<file path="src/hdl/eedr_defs.vh">
`ifndef EEDR_DEFS_VH
`define EEDR_DEFS_VH

// Register indices; the byte address on the bus is four times the index.
`define EEDR_IDX_ENGINE_ENABLE 10'h00B
`define EEDR_IDX_LEVEL_A 10'h00C
`define EEDR_IDX_LEVEL_B 10'h00D
`define EEDR_IDX_LEVEL_C 10'h00E
`define EEDR_IDX_LIMITER_STATUS 10'h03F

// Engine enable register layout and reset value; level register reset value.
`define EEDR_BIT_CLK_GATE 0
`define EEDR_BIT_LIMITER_ON 1
`define EEDR_ENABLE_RESET 8'h03
`define EEDR_LEVEL_RESET 8'h00

// Biquad coefficient window in parameter memory.
`define EEDR_COEF_FIRST 10'h0E0
`define EEDR_COEF_LAST 10'h2BF

// Limiter gain range and decay step.
`define EEDR_GAIN_MAX 8'hFF
`define EEDR_DECAY_STEP 8'h01

// Level engine select codes.
`define EEDR_SEL_A 2'h0
`define EEDR_SEL_B 2'h1
`define EEDR_SEL_C 2'h2

// Linear-to-dB conversion: a 24-bit magnitude, leading one below this bit is the floor.
`define EEDR_LIN_W 24
`define EEDR_FLOOR_POS 5'h08
`define EEDR_FRAC_W 4

`endif

</file>
<file path="src/hdl/eedr_db_conv.v">
`timescale 1ns/10ps
`include "eedr_defs.vh"

// Converts a linear magnitude (full scale 2^24) to a level code of 16 steps per 6 dB.
// Code 0 is -96 dB; the top code is one 0.375 dB step below full scale.
module eedr_db_conv (
   input wire [`EEDR_LIN_W-1:0] linear_in, // Linear magnitude from the engine
   output reg [7:0] level_code_out // Level code in 0.375 dB steps
);

   reg [4:0] lead_pos;
   reg lead_found;
   reg [3:0] mant;
   reg [4:0] octave;
   integer i;

   always @*
   begin
      lead_pos = 5'h00;
      lead_found = 1'b0;
      mant = 4'h0;
      octave = 5'h00;
      level_code_out = 8'h00;
      for (i = 0; i < `EEDR_LIN_W; i = i + 1)
      begin
         if (linear_in[i])
         begin
            lead_pos = i[4:0];
            lead_found = 1'b1;
         end
      end
      // Four bits below the leading one interpolate inside the octave.
      if (lead_found && lead_pos >= `EEDR_FLOOR_POS)
      begin
         mant = linear_in[lead_pos-1 -: `EEDR_FRAC_W];
         octave = lead_pos - `EEDR_FLOOR_POS;
         level_code_out = {octave[3:0], mant};
      end
   end

endmodule

</file>
<file path="src/hdl/eedr_top.v">
// Function
// - Limiter off suppresses attack; decay runs whenever the clock gate is on.
// - Limiter enable bit 1, resets 1; off means max gain.
// - Clock gate bit 0, resets 1, gates engine immediately.
// - Coefficient writes 0x0E0-0x2BF blocked while gate off.
// - Engine writes levels 0x0C-0x0E, converted to dB.
// - Level registers 8-bit, read-only, reset 0x00.
// - Code 0 is -96 dB, 16 codes per 6 dB.
// - Intended for rms measurement by engine program.
//
// Chosen here: the Avalon-MM interface to the registers.
`timescale 1ns/10ps
`include "eedr_defs.vh"

module eedr_top (
   input wire clk_in, // System clock, 250 MHz
   input wire rst_n_in, // Synchronous reset, active low
   // Avalon-MM slave
   input wire [11:0] avs_address, // Byte address
   input wire avs_read, // Read request
   input wire avs_write, // Write request
   input wire [31:0] avs_writedata, // Write data
   input wire [3:0] avs_byteenable, // Byte enables
   output reg [31:0] avs_readdata, // Read data
   output wire avs_waitrequest, // Stall while request pending
   // Engine clock gate
   output wire engine_clk_gate_out, // High lets the engine clock run
   // Engine level writes
   input wire level_wr_in, // Engine writes a level register
   input wire [1:0] level_sel_in, // Which level register
   input wire [`EEDR_LIN_W-1:0] level_lin_in, // Linear magnitude
   output wire [7:0] level_code_a_out, // Level code A
   output wire [7:0] level_code_b_out, // Level code B
   output wire [7:0] level_code_c_out, // Level code C
   // Limiter
   input wire lim_attack_in, // Attack request pulse
   input wire [7:0] lim_attack_gain_in, // Gain the attack asks for
   input wire lim_decay_in, // Decay step pulse
   output wire limiter_on_out, // Limiter enable level
   output reg [7:0] lim_gain_out, // Gain applied by limiter instructions
   // Host parameter memory writes
   input wire coef_wr_in, // Host parameter write request
   input wire [9:0] coef_addr_in, // Parameter memory address
   input wire [31:0] coef_data_in, // Parameter data
   output reg coef_wr_out, // Write forwarded to parameter memory
   output reg [9:0] coef_addr_out, // Forwarded address
   output reg [31:0] coef_data_out, // Forwarded data
   output reg coef_blocked_out // Pulse: a write was refused
);

   reg [7:0] enable_r;
   reg [7:0] enable_nxt;
   reg [7:0] level_a_r;
   reg [7:0] level_b_r;
   reg [7:0] level_c_r;
   reg [7:0] gain_r;
   reg [7:0] gain_nxt;
   reg ack_r;
   reg [31:0] rdata_nxt;
   wire [9:0] reg_idx;
   wire req;
   wire wr_take;
   wire [7:0] level_conv;
   wire clk_gate;
   wire limiter_on;

   // Index of the addressed register.
   function [9:0] word_index;
      input [11:0] addr;
      begin
         word_index = addr[11:2];
      end
   endfunction

   // True for addresses holding biquad coefficients.
   function in_coef_window;
      input [9:0] addr;
      begin
         in_coef_window = (addr >= `EEDR_COEF_FIRST) && (addr <= `EEDR_COEF_LAST);
      end
   endfunction

   // Saturating increase toward maximum gain.
   function [7:0] gain_step_up;
      input [7:0] g;
      reg [8:0] sum;
      begin
         sum = {1'b0, g} + {1'b0, `EEDR_DECAY_STEP};
         if (sum > {1'b0, `EEDR_GAIN_MAX})
         begin
            gain_step_up = `EEDR_GAIN_MAX;
         end
         else
         begin
            gain_step_up = sum[7:0];
         end
      end
   endfunction

   assign reg_idx = word_index(avs_address);
   assign req = avs_read | avs_write;
   // Every request waits exactly one cycle; it is accepted on the edge after.
   assign avs_waitrequest = req & ~ack_r;
   assign wr_take = avs_write & ack_r;

   assign clk_gate = enable_r[`EEDR_BIT_CLK_GATE];
   assign limiter_on = enable_r[`EEDR_BIT_LIMITER_ON];
   // The gate bit drives the clock gate with no sync stage so it acts at once.
   assign engine_clk_gate_out = clk_gate;
   assign limiter_on_out = limiter_on;

   assign level_code_a_out = level_a_r;
   assign level_code_b_out = level_b_r;
   assign level_code_c_out = level_c_r;

   eedr_db_conv u_conv (
      .linear_in(level_lin_in),
      .level_code_out(level_conv)
   );

   // Bus handshake.
   always @(posedge clk_in)
   begin
      if (!rst_n_in)
      begin
         ack_r <= 1'b0;
      end
      else
      begin
         ack_r <= req & ~ack_r;
      end
   end

   // Read data is latched as the wait drops so it stands on the accepting edge.
   always @*
   begin
      rdata_nxt = 32'h0000_0000;
      case (reg_idx)
         `EEDR_IDX_ENGINE_ENABLE:
         begin
            rdata_nxt = {24'h00_0000, enable_r};
         end
         `EEDR_IDX_LEVEL_A:
         begin
            rdata_nxt = {24'h00_0000, level_a_r};
         end
         `EEDR_IDX_LEVEL_B:
         begin
            rdata_nxt = {24'h00_0000, level_b_r};
         end
         `EEDR_IDX_LEVEL_C:
         begin
            rdata_nxt = {24'h00_0000, level_c_r};
         end
         `EEDR_IDX_LIMITER_STATUS:
         begin
            rdata_nxt = {24'h00_0000, gain_r};
         end
         default:
         begin
            rdata_nxt = 32'h0000_0000;
         end
      endcase
   end

   always @(posedge clk_in)
   begin
      if (!rst_n_in)
      begin
         avs_readdata <= 32'h0000_0000;
      end
      else if (avs_read && !ack_r)
      begin
         avs_readdata <= rdata_nxt;
      end
   end

   // Engine enable register; all eight bits are stored, reserved ones included.
   always @*
   begin
      enable_nxt = enable_r;
      if (wr_take && reg_idx == `EEDR_IDX_ENGINE_ENABLE && avs_byteenable[0])
      begin
         enable_nxt = avs_writedata[7:0];
      end
   end

   always @(posedge clk_in)
   begin
      if (!rst_n_in)
      begin
         enable_r <= `EEDR_ENABLE_RESET;
      end
      else
      begin
         enable_r <= enable_nxt;
      end
   end

   // Level registers take only engine writes; bus writes to them do nothing.
   // The engine cannot write while its clock is gated off.
   always @(posedge clk_in)
   begin
      if (!rst_n_in)
      begin
         level_a_r <= `EEDR_LEVEL_RESET;
         level_b_r <= `EEDR_LEVEL_RESET;
         level_c_r <= `EEDR_LEVEL_RESET;
      end
      else if (level_wr_in && clk_gate)
      begin
         case (level_sel_in)
            `EEDR_SEL_A:
            begin
               level_a_r <= level_conv;
            end
            `EEDR_SEL_B:
            begin
               level_b_r <= level_conv;
            end
            `EEDR_SEL_C:
            begin
               level_c_r <= level_conv;
            end
            default:
            begin
               level_a_r <= level_a_r;
            end
         endcase
      end
   end

   // Limiter gain: attack only pulls the gain down while the limiter is on.
   // Decay keeps walking the tracked gain back up even while the limiter is off,
   // so switching it off mid-decay is smooth; the output mux below holds the
   // applied gain at maximum meanwhile.
   always @*
   begin
      gain_nxt = gain_r;
      // Attack takes priority over a decay step in the same cycle.
      if (limiter_on && lim_attack_in && lim_attack_gain_in < gain_r)
      begin
         gain_nxt = lim_attack_gain_in;
      end
      else if (lim_decay_in)
      begin
         gain_nxt = gain_step_up(gain_r);
      end
   end

   always @(posedge clk_in)
   begin
      if (!rst_n_in)
      begin
         gain_r <= `EEDR_GAIN_MAX;
      end
      else if (clk_gate)
      begin
         gain_r <= gain_nxt;
      end
   end

   // Applied gain: the tracked gain while on, the fixed maximum while off.
   always @*
   begin
      if (limiter_on)
      begin
         lim_gain_out = gain_r;
      end
      else
      begin
         lim_gain_out = `EEDR_GAIN_MAX;
      end
   end

   // Parameter memory write filter; coefficient writes need the clock gate set.
   always @(posedge clk_in)
   begin
      if (!rst_n_in)
      begin
         coef_wr_out <= 1'b0;
         coef_addr_out <= 10'h000;
         coef_data_out <= 32'h0000_0000;
         coef_blocked_out <= 1'b0;
      end
      else
      begin
         coef_wr_out <= 1'b0;
         coef_blocked_out <= 1'b0;
         if (coef_wr_in)
         begin
            if (in_coef_window(coef_addr_in) && !clk_gate)
            begin
               coef_blocked_out <= 1'b1;
            end
            else
            begin
               coef_wr_out <= 1'b1;
               coef_addr_out <= coef_addr_in;
               coef_data_out <= coef_data_in;
            end
         end
      end
   end

endmodule

</file>
<file path="config.mk">
export PLATFORM = sky130hd
export DESIGN_NAME = eedr_top
export DESIGN_NICKNAME = d
export VERILOG_FILES = /design/src/hdl/eedr_db_conv.v /design/src/hdl/eedr_top.v
export VERILOG_INCLUDE_DIRS = /design/src /design/src/hdl
export SDC_FILE = /design/constraint.sdc
export NUM_CORES = 1
export LEC_CHECK = 0
export ABC_CLOCK_PERIOD_IN_PS = 3400
export BUFFER_PORTS_ARGS = -buffer_cell sky130_fd_sc_hd__buf_2
export CORE_MARGIN = 8
export CORE_UTILIZATION = 44
export DETAILED_ROUTE_END_ITERATION = 6
export PLACE_DENSITY = 0.76
export SYNTH_ARGS = -nofsm -noshare
export SYNTH_HDL_FRONTEND = slang
export SYNTH_SLANG_ARGS = --single-unit
</file>
<file path="constraint.sdc">
create_clock -name clk_in -period 3.4 [get_ports clk_in]
set_input_delay 0 -clock clk_in [delete_from_list [all_inputs] [get_ports clk_in]]
set_output_delay 0 -clock clk_in [all_outputs]
set_load 0.01 [all_outputs]
</file>
==> impl_results.md, run 1 <==
* Hold WS at roughly 0.022 ns
* DR iter-0 viols at between 400 and 500
* H-Tree Depth at 3
* Port buffer count at 189
* Max_cap viols at 0
* DR DRC count at 0
* Hpwl dp at ~14,000 µm
* WP data required at about 3.6 ns
* Max Fclk at 0.353 GHz
* Clk slew on worst S/H paths at ~0.06 ns
* DIE HEIGHT at about 130 µm
* Initial antenna violation count at 1
* Cts repair resizes at 0
* Vias in the first global route at approximately 6,000
* Mapped Avg Cell Area at between 8 and 9 µm²
* Via count at about 6,300
* Worst EP arrival at ~3.1 ns
* Finished Layout Cells at approximately 1,100
* Mapped Area at 0.00579 mm²
* DRT antenna net count at 0
* Total gr overflow at 0
* Gr usage total at between 20% and 30%
* Filler cell count at between 1,000 and 1,500
* VDD IR max at between 200 and 250 µV
* Clk_lat worst skew at 0.34 ns
* First-pass GRT wire length at 30,500 µm
* Largest cells by area after synthesis: dfxtp_1, nand2_1, a21boi_0
* Synthesis Warnings at 0
* Endpoint class of the critical path: register
* Power density cells at 417 mW/mm²
* # IOs at 243
* Slew headroom at 25.3%
* Routed wire per std cell at 17.4 µm
* Setup WS post-layout at ~0.56 ns
* TritonCTS buffer count at 9
* Area leader, netlist: dfxtp_1
* TritonCTS clock tree: yes
* Predominant post-synthesis flop cell: dfxtp_1
* CTS Sinks at a little over 90
* Starting Density at 44.5%
* Syn Inst Count at 723
* DR vias/cell at between 5 and 6
* Final min period at ~2.8 ns
* Crit-path max cell delay at 0.50 ns
* Final setup skew at approximately 0.0055 ns
* Drt pass-1 iters at 5
* Share of layout cells above drive strength 1 at between 20 and 30%
* Crit-path max FO at 12
* Final setup TNS at 0 ns
* Seq cells post-synth at slightly above 90
* Row cnt at 42
* Family with the most delay on the worst path: compound AO/OA/AOI/OAI gates
* Placed instance count at 1,072
* Area delta synth->final at 34.1%
* Clk buf depth at 2
* Root Driver: clkbuf_16
* Ys async rst share at 0%
* Crit path buf inv count at 3
* Post-CTS Hold Buffers at 54
* Seq/Total Area, Yosys at between 30 and 40%
* RSZ-0062 raised after global routing: false
* Status: completed
* Setup WS pre-CTS at 0.264 ns
* Worst Max-Slew Pin Slew at 1.12 ns
* Worst path cell trace: buf_2 -> nand2b_1 -> a221o_1 -> a21o_1 -> a21oi_1 -> inv_2 -> ha_1 -> buf_4 -> xnor2_4 -> mux2i_1 -> mux4_2 -> a31o_1 -> o31ai_1
* Yosys top cell area share at around a third
* Core area at around 0.013 mm²
* Worst min-delay path category: in2reg
* Final Util at between 50% and 60%
* Period utilization at between 80 and 90%
* Worst path slowest cell: mux4_2
* Count of cell types in the netlist at 68
* WL final at approximately 20,000 µm
* Post-synth EDFFs at 0
* Critical Path Start Type: input pin
* Setup Crit Path Kind: in2reg
* Max-slew violations at 0
* Die area at between 0.015 and 0.02 mm²
* Setup violations, final at 0
* Die Width at ~130 µm
* Leakage at about 0.0036 µW
* Routability cong. at ~0.93
* Postcts setup bufs at 0
* Nets at about 1,100
* Largest net degree at the start of global routing at between 70 and 80
* Final Hold Viols at 0
-- cell type report --
| type | instances | area (µm²) | area share (%) |
|---|---|---|---|
| sequential | 93 | 1860 | 24.0 |
| multi-input combinational | 574 | 3630 | 46.8 |
| inverter | 13 | 48.8 | 0.628 |
| timing repair buffer | 270 | 1690 | 21.7 |
| clock buffer | 12 | 256 | 3.30 |
| tap | 176 | 220 | 2.84 |
| antenna | 1 | 2.50 | 0.0322 |
| clock inverter | 4 | 56.3 | 0.725 |
-- tightest hold or removal path: cells and delay by family --
| family | cells | cell delay [ns] |
|---|---|---|
| buf+inv | 1 | 0.10 |
| compound gates | 2 | 0.22 |
-- routing by layer --
metal	vias to the layer above	part of all wire (%)	global-route usage [%]
li1	3016	-	-
met4	0	3.5	10.1
met2	282	47	36.9
met3	53	8.6	4.79
met1	2910	41	27.5
met5	-	0	0
-- final timing paths --
check	end	from	slack [ns]	cells past startpoint
worst max-delay path	level_code_c_out[3]$_SDFFE_PN0P_	level_lin_in[2]	0.56	13
worst min-delay path	gain_r[4]$_SDFFE_PN1P_	lim_attack_gain_in[4]	0.02	3
worst max register to register	gain_r[4]$_SDFFE_PN1P_	gain_r[1]$_SDFFE_PN1P_	0.84	10
worst min register to register	coef_addr_out[6]$_SDFFE_PN0P_	coef_addr_out[6]$_SDFFE_PN0P_	0.46	2
-- synthesized netlist by cell type (6+ instances only) --
master    count
a211oi_1      9
a21boi_0     47
a21o_1        7
a21oi_1      50
a221oi_1      8
a22oi_1      10
a31oi_1       8
and2_1        7
buf_4        24
clkbuf_1     37
dfxtp_1      93
ha_1         11
inv_1        12
mux2_2        9
mux2i_1      24
nand2_1     133
nand2b_1     18
nand3_1      14
nor2_1       35
nor2b_1      19
nor3_1       17
o211ai_1      6
o21ai_0      32
or3_1         6
-- placed cells by master, fill, tap and decap left out, drive strengths merged, types with 10 or more instances in the layout --
cell | Yosys | layout
a22oi | 10 | 10
o21ai | 34 | 34
nand2b | 18 | 18
nand3 | 14 | 14
a21oi | 50 | 50
mux2 | 11 | 11
mux2i | 24 | 24
inv | 13 | 13
buf | 29 | 216
a21boi | 48 | 48
nor3 | 18 | 18
a211oi | 10 | 10
nor2b | 19 | 19
dfxtp | 93 | 93
nand2 | 133 | 133
nor2 | 35 | 35
clkbuf | 37 | 12
ha | 11 | 11
dlygate4sd3 | 0 | 54
conb | 1 | 24
-- metrics by stage --
step | cell area [µm²] | total power [µW]
2_1_floorplan | 5880 | 1860
3_3_place_gp | 6910 | 2150
3_5_place_dp | 6910 | 2160
4_1_cts | 7760 | 3230
5_1_grt | 7770 | 3410
6_report | 7770 | 3240
-- cells by family after synthesis --
family,Yosys count,synth area share (%)
and+or+nand+nor,283,23.9
AOI/OAI and AO/OA,210,24.6
adders and majority gates,11,2.38
xor gates and xnor gates,5,1.40
DFF,93,32.1
other,1,0.0647
muxes,41,8.75
buffers and inverters,79,6.76
-- flip-flops by register name (all words and copies together), names as in the netlist --
| signal | flops |
|---|---|
| coef_data_out | 32 |
| gain_r | 8 |
| level_code_b_out | 8 |
| ack_r | 1 |
| avs_readdata | 8 |
| coef_blocked_out | 1 |
| level_code_c_out | 8 |
| level_code_a_out | 8 |
| enable_r | 8 |
| coef_wr_out | 1 |
| coef_addr_out | 10 |
-- where the power goes --
group	leakage (µW)	switching (µW)	internal, µW	total [µW]
clock network	0.000153	414	614	1030
logic	0.00264	539	431	970
registers	0.000764	74.3	1170	1240
Note: power is estimated with default switching activity, not from simulation.
==> run 2: changes to the inputs <==
--- a/config.mk
+++ b/config.mk
@@ -6,7 +6,7 @@
 export SDC_FILE = /design/constraint.sdc
 export NUM_CORES = 1
 export LEC_CHECK = 0
-export ABC_CLOCK_PERIOD_IN_PS = 3400
+export ABC_CLOCK_PERIOD_IN_PS = 2500
 export BUFFER_PORTS_ARGS = -buffer_cell sky130_fd_sc_hd__buf_2
 export CORE_MARGIN = 8
 export CORE_UTILIZATION = 44
==> constraint.sdc (replaced) <==
create_clock -name clk_in -period 2.5 [get_ports clk_in]
set_input_delay 0 -clock clk_in [delete_from_list [all_inputs] [get_ports clk_in]]
set_output_delay 0 -clock clk_in [all_outputs]
set_load 0.01 [all_outputs]
==> run 2 against run 1 <==
Net effect: non-clock buffer count up 81; clock power rose by 26%; routed wire length increased by 7.5%; hold slack gained 0.026 ns; combinational power grew 57%; die area unchanged; largest power group unchanged.
==> impl_results.md, run 2 (synthesized netlist as in run 1, its figures left out) <==
* DIE HEIGHT at 131 µm (unchanged)
* # IOs at 243 (unchanged)
* Clock power share at 28.9% (-2.8 points)
* Endpoint class of the critical path: register
* Die Width at 131 µm (unchanged)
* Largest net degree at the start of global routing at 80 (+3.9%)
* Crit-path max cell delay at 0.57 ns (+0.07 ns)
* Setup Crit Path Kind: in2reg
* Sequential Power Share at 37.2% (-1.1 points)
* Final min period at about 2.5 ns
* Commonest non-fill, non-tap cells in the layout: buf_2, nand2_1, buf_4
* Power density cells at 526 mW/mm² (+26%)
* RSZ-0062 raised after global routing: true
* Final Hold Viols at 0 (unchanged)
* Max_cap viols at 0 (unchanged)
* Slew headroom at 57.2% (+32 points)
* CP most frequent cell: buf_6
* Worst path slowest cell: mux4_2
* Clk slew on worst S/H paths at 0.07 ns (about the same)
* Die area at 0.0171 mm² (unchanged)
* Starting Density at 44.5% (unchanged)
* Routability cong. at 0.954 (+2.8%)
* Core area at 0.0130 mm² (unchanged)
* Max-slew violations at 0 (unchanged)
* Via count at 6,590 (+5.3%)
* H-Tree Depth at 3 (unchanged)
* Total gr overflow at 0 (unchanged)
* Setup violations, final at 0 (unchanged)
* Initial antenna violation count at 1 (unchanged)
* Net Sw Frac at 32.3% (+0.56 points)
* Antenna cells at 0 (-1)
* Crit-path max FO at 6 (-6)
* Hpwl dp at 15,100 µm (+7.5%)
* Critical Path Start Type: input pin
* Clk_lat worst skew at 0.33 ns (about the same)
* Root Driver: clkbuf_16
* Worst min-delay path category: in2reg
* Leakage at 0.00398 µW (+12%)
* Row cnt at 42 (unchanged)
* WL final at 21,400 µm (+7.5%)
* DR iter-0 viols at 520 (+5.3%)
* DR vias/cell at 5.39 (-1.6%)
* Worst EP arrival at 2.73 ns (-0.35 ns)
* Port buffer count at 189 (unchanged)
* Setup WS post-layout at 0.0318 ns (-0.533 ns)
* DRT antenna net count at 0 (unchanged)
* Psw at 1450 µW (+41%)
* DR DRC count at 0 (unchanged)
* CTS Sinks at 93 (unchanged)
* Status: completed
* Final setup TNS at 0 ns (unchanged)
* Combinational share of power at 33.9% (+4.0 points)
* Clk buf depth at 2 (unchanged)
* Period utilization at just under 100%
* Vias in the first global route at 6,508 (+9.0%)
* Share of layout cells above drive strength 1 at 35.6% (+8.6 points)
* First-pass GRT wire length at 33,000 µm (+7.9%)
* Most common cell after layout, fill and taps aside: buf_2
* TritonCTS buffer count at 9 (unchanged)
* WP data required at 2.76 ns (-0.88 ns)
* Internal power at 3040 µW (+37%)
* Worst Max-Slew Pin Slew at 0.641 ns (-0.477 ns)
* Nets at 1,185 (+7.3%)
* Routed wire per std cell at 17.5 µm (+0.49%)
* Largest Register: coef_data_out
* VDD IR max at 306 µV (+42%)
* Overall power at 4490 µW (+38%)
* Area delta synth->final at 47.4%
* Max reg flops at 32 (unchanged)
* Gr usage total at 24.2% (+1.8 points)
* Drt pass-1 iters at 5 (unchanged)
* Top flop regs: coef_data_out (32), coef_addr_out (10)
* Max Fclk at around 0.4 GHz
* TritonCTS clock tree: yes
* Worst path cell trace: buf_6 -> nand2b_4 -> a221o_1 -> a21o_1 -> a21oi_2 -> inv_2 -> ha_4 -> buf_6 -> xnor2_4 -> mux4_2 -> or3_4 -> a31oi_1
* Final setup skew at 0.00553 ns (+0.0000287 ns)
* Setup WS pre-CTS at -0.317 ns (-0.581 ns)
run 2: cell count changes in the layout (fill, tap and decap cells not counted), sizes merged:
cell,change
inv,+1
bufinv,-1
diode,-1
buf,+81
run 2: area by class of cell:
type | instances | area (µm²)
Fill cell | 1051 | 4490
Multi-Input combinational cell | 574 | 3800
Timing Repair Buffer | 351 | 2320
Sequential cell | 93 | 1860
Clock buffer | 12 | 256
Tap cell | 176 | 220
Inverter | 13 | 48.8
Clock inverter | 4 | 31.3
run 2: worst paths after layout:
kind              depth (start not counted)  slack [ns]                               end                            from
setup / recovery                         12        0.03  level_code_a_out[0]$_SDFFE_PN0P_                 level_lin_in[2]
hold reg to reg                           2        0.46    coef_data_out[28]$_SDFFE_PN0P_  coef_data_out[28]$_SDFFE_PN0P_
hold / removal                            3        0.05            gain_r[4]$_SDFFE_PN1P_           lim_attack_gain_in[4]
setup reg to reg                          8        0.20            gain_r[4]$_SDFFE_PN1P_          gain_r[0]$_SDFFE_PN1P_
run 2: timing repair:
| item | 4_1_cts | 5_1_grt |
|---|---|---|
| hold buffers | 54 | 0 |
| gates resized for setup | 0 | 35 |
| buffers inserted | 0 | 9 |
| endpoints found under the setup margin | 0 | 15 |
| hold endpoints to repair | 54 | 0 |
run 2: power by group through the flow:
stage | sequential, µW | clock, µW | combinational, µW
finish | 1670 | 1300 | 1520
global route | 1680 | 1370 | 1670
CTS | 1660 | 1320 | 1450
detailed placement | 1700 | 0 | 1380
global placement | 1690 | 0 | 1360
floorplan | 1730 | 0 | 825
run 2: critical path, delay by kind of cell:
kind | cells | cell delay (ns)
simple gates | 2 | 0.47
buf+inv | 3 | 0.31
fa+ha+maj | 1 | 0.21
mux | 1 | 0.57
compound gates | 4 | 0.85
xor+xnor | 1 | 0.30
run 2: stage by stage:
step,instance area [µm²],instances,utilization [%],hold slack [ns]
after detailed placement,7520,1144,57.7,0.238
after floorplan,5990,746,-,0.125
after global placement,7520,1144,57.7,0.219
final,8540,1223,65.5,0.0488
after global routing,8540,1223,65.5,0.0714
after CTS,8350,1214,64.0,0.0395
run 2: metal layers:
| layer | GRT usage [%] | share of wire, % | vias up |
|---|---|---|---|
| met5 | 0 | 0.075 | - |
| met4 | 11.4 | 4.5 | 2 |
| met3 | 4.42 | 8.5 | 79 |
| li1 | - | - | 3180 |
| met1 | 28.1 | 38 | 3020 |
| met2 | 42.2 | 49 | 309 |
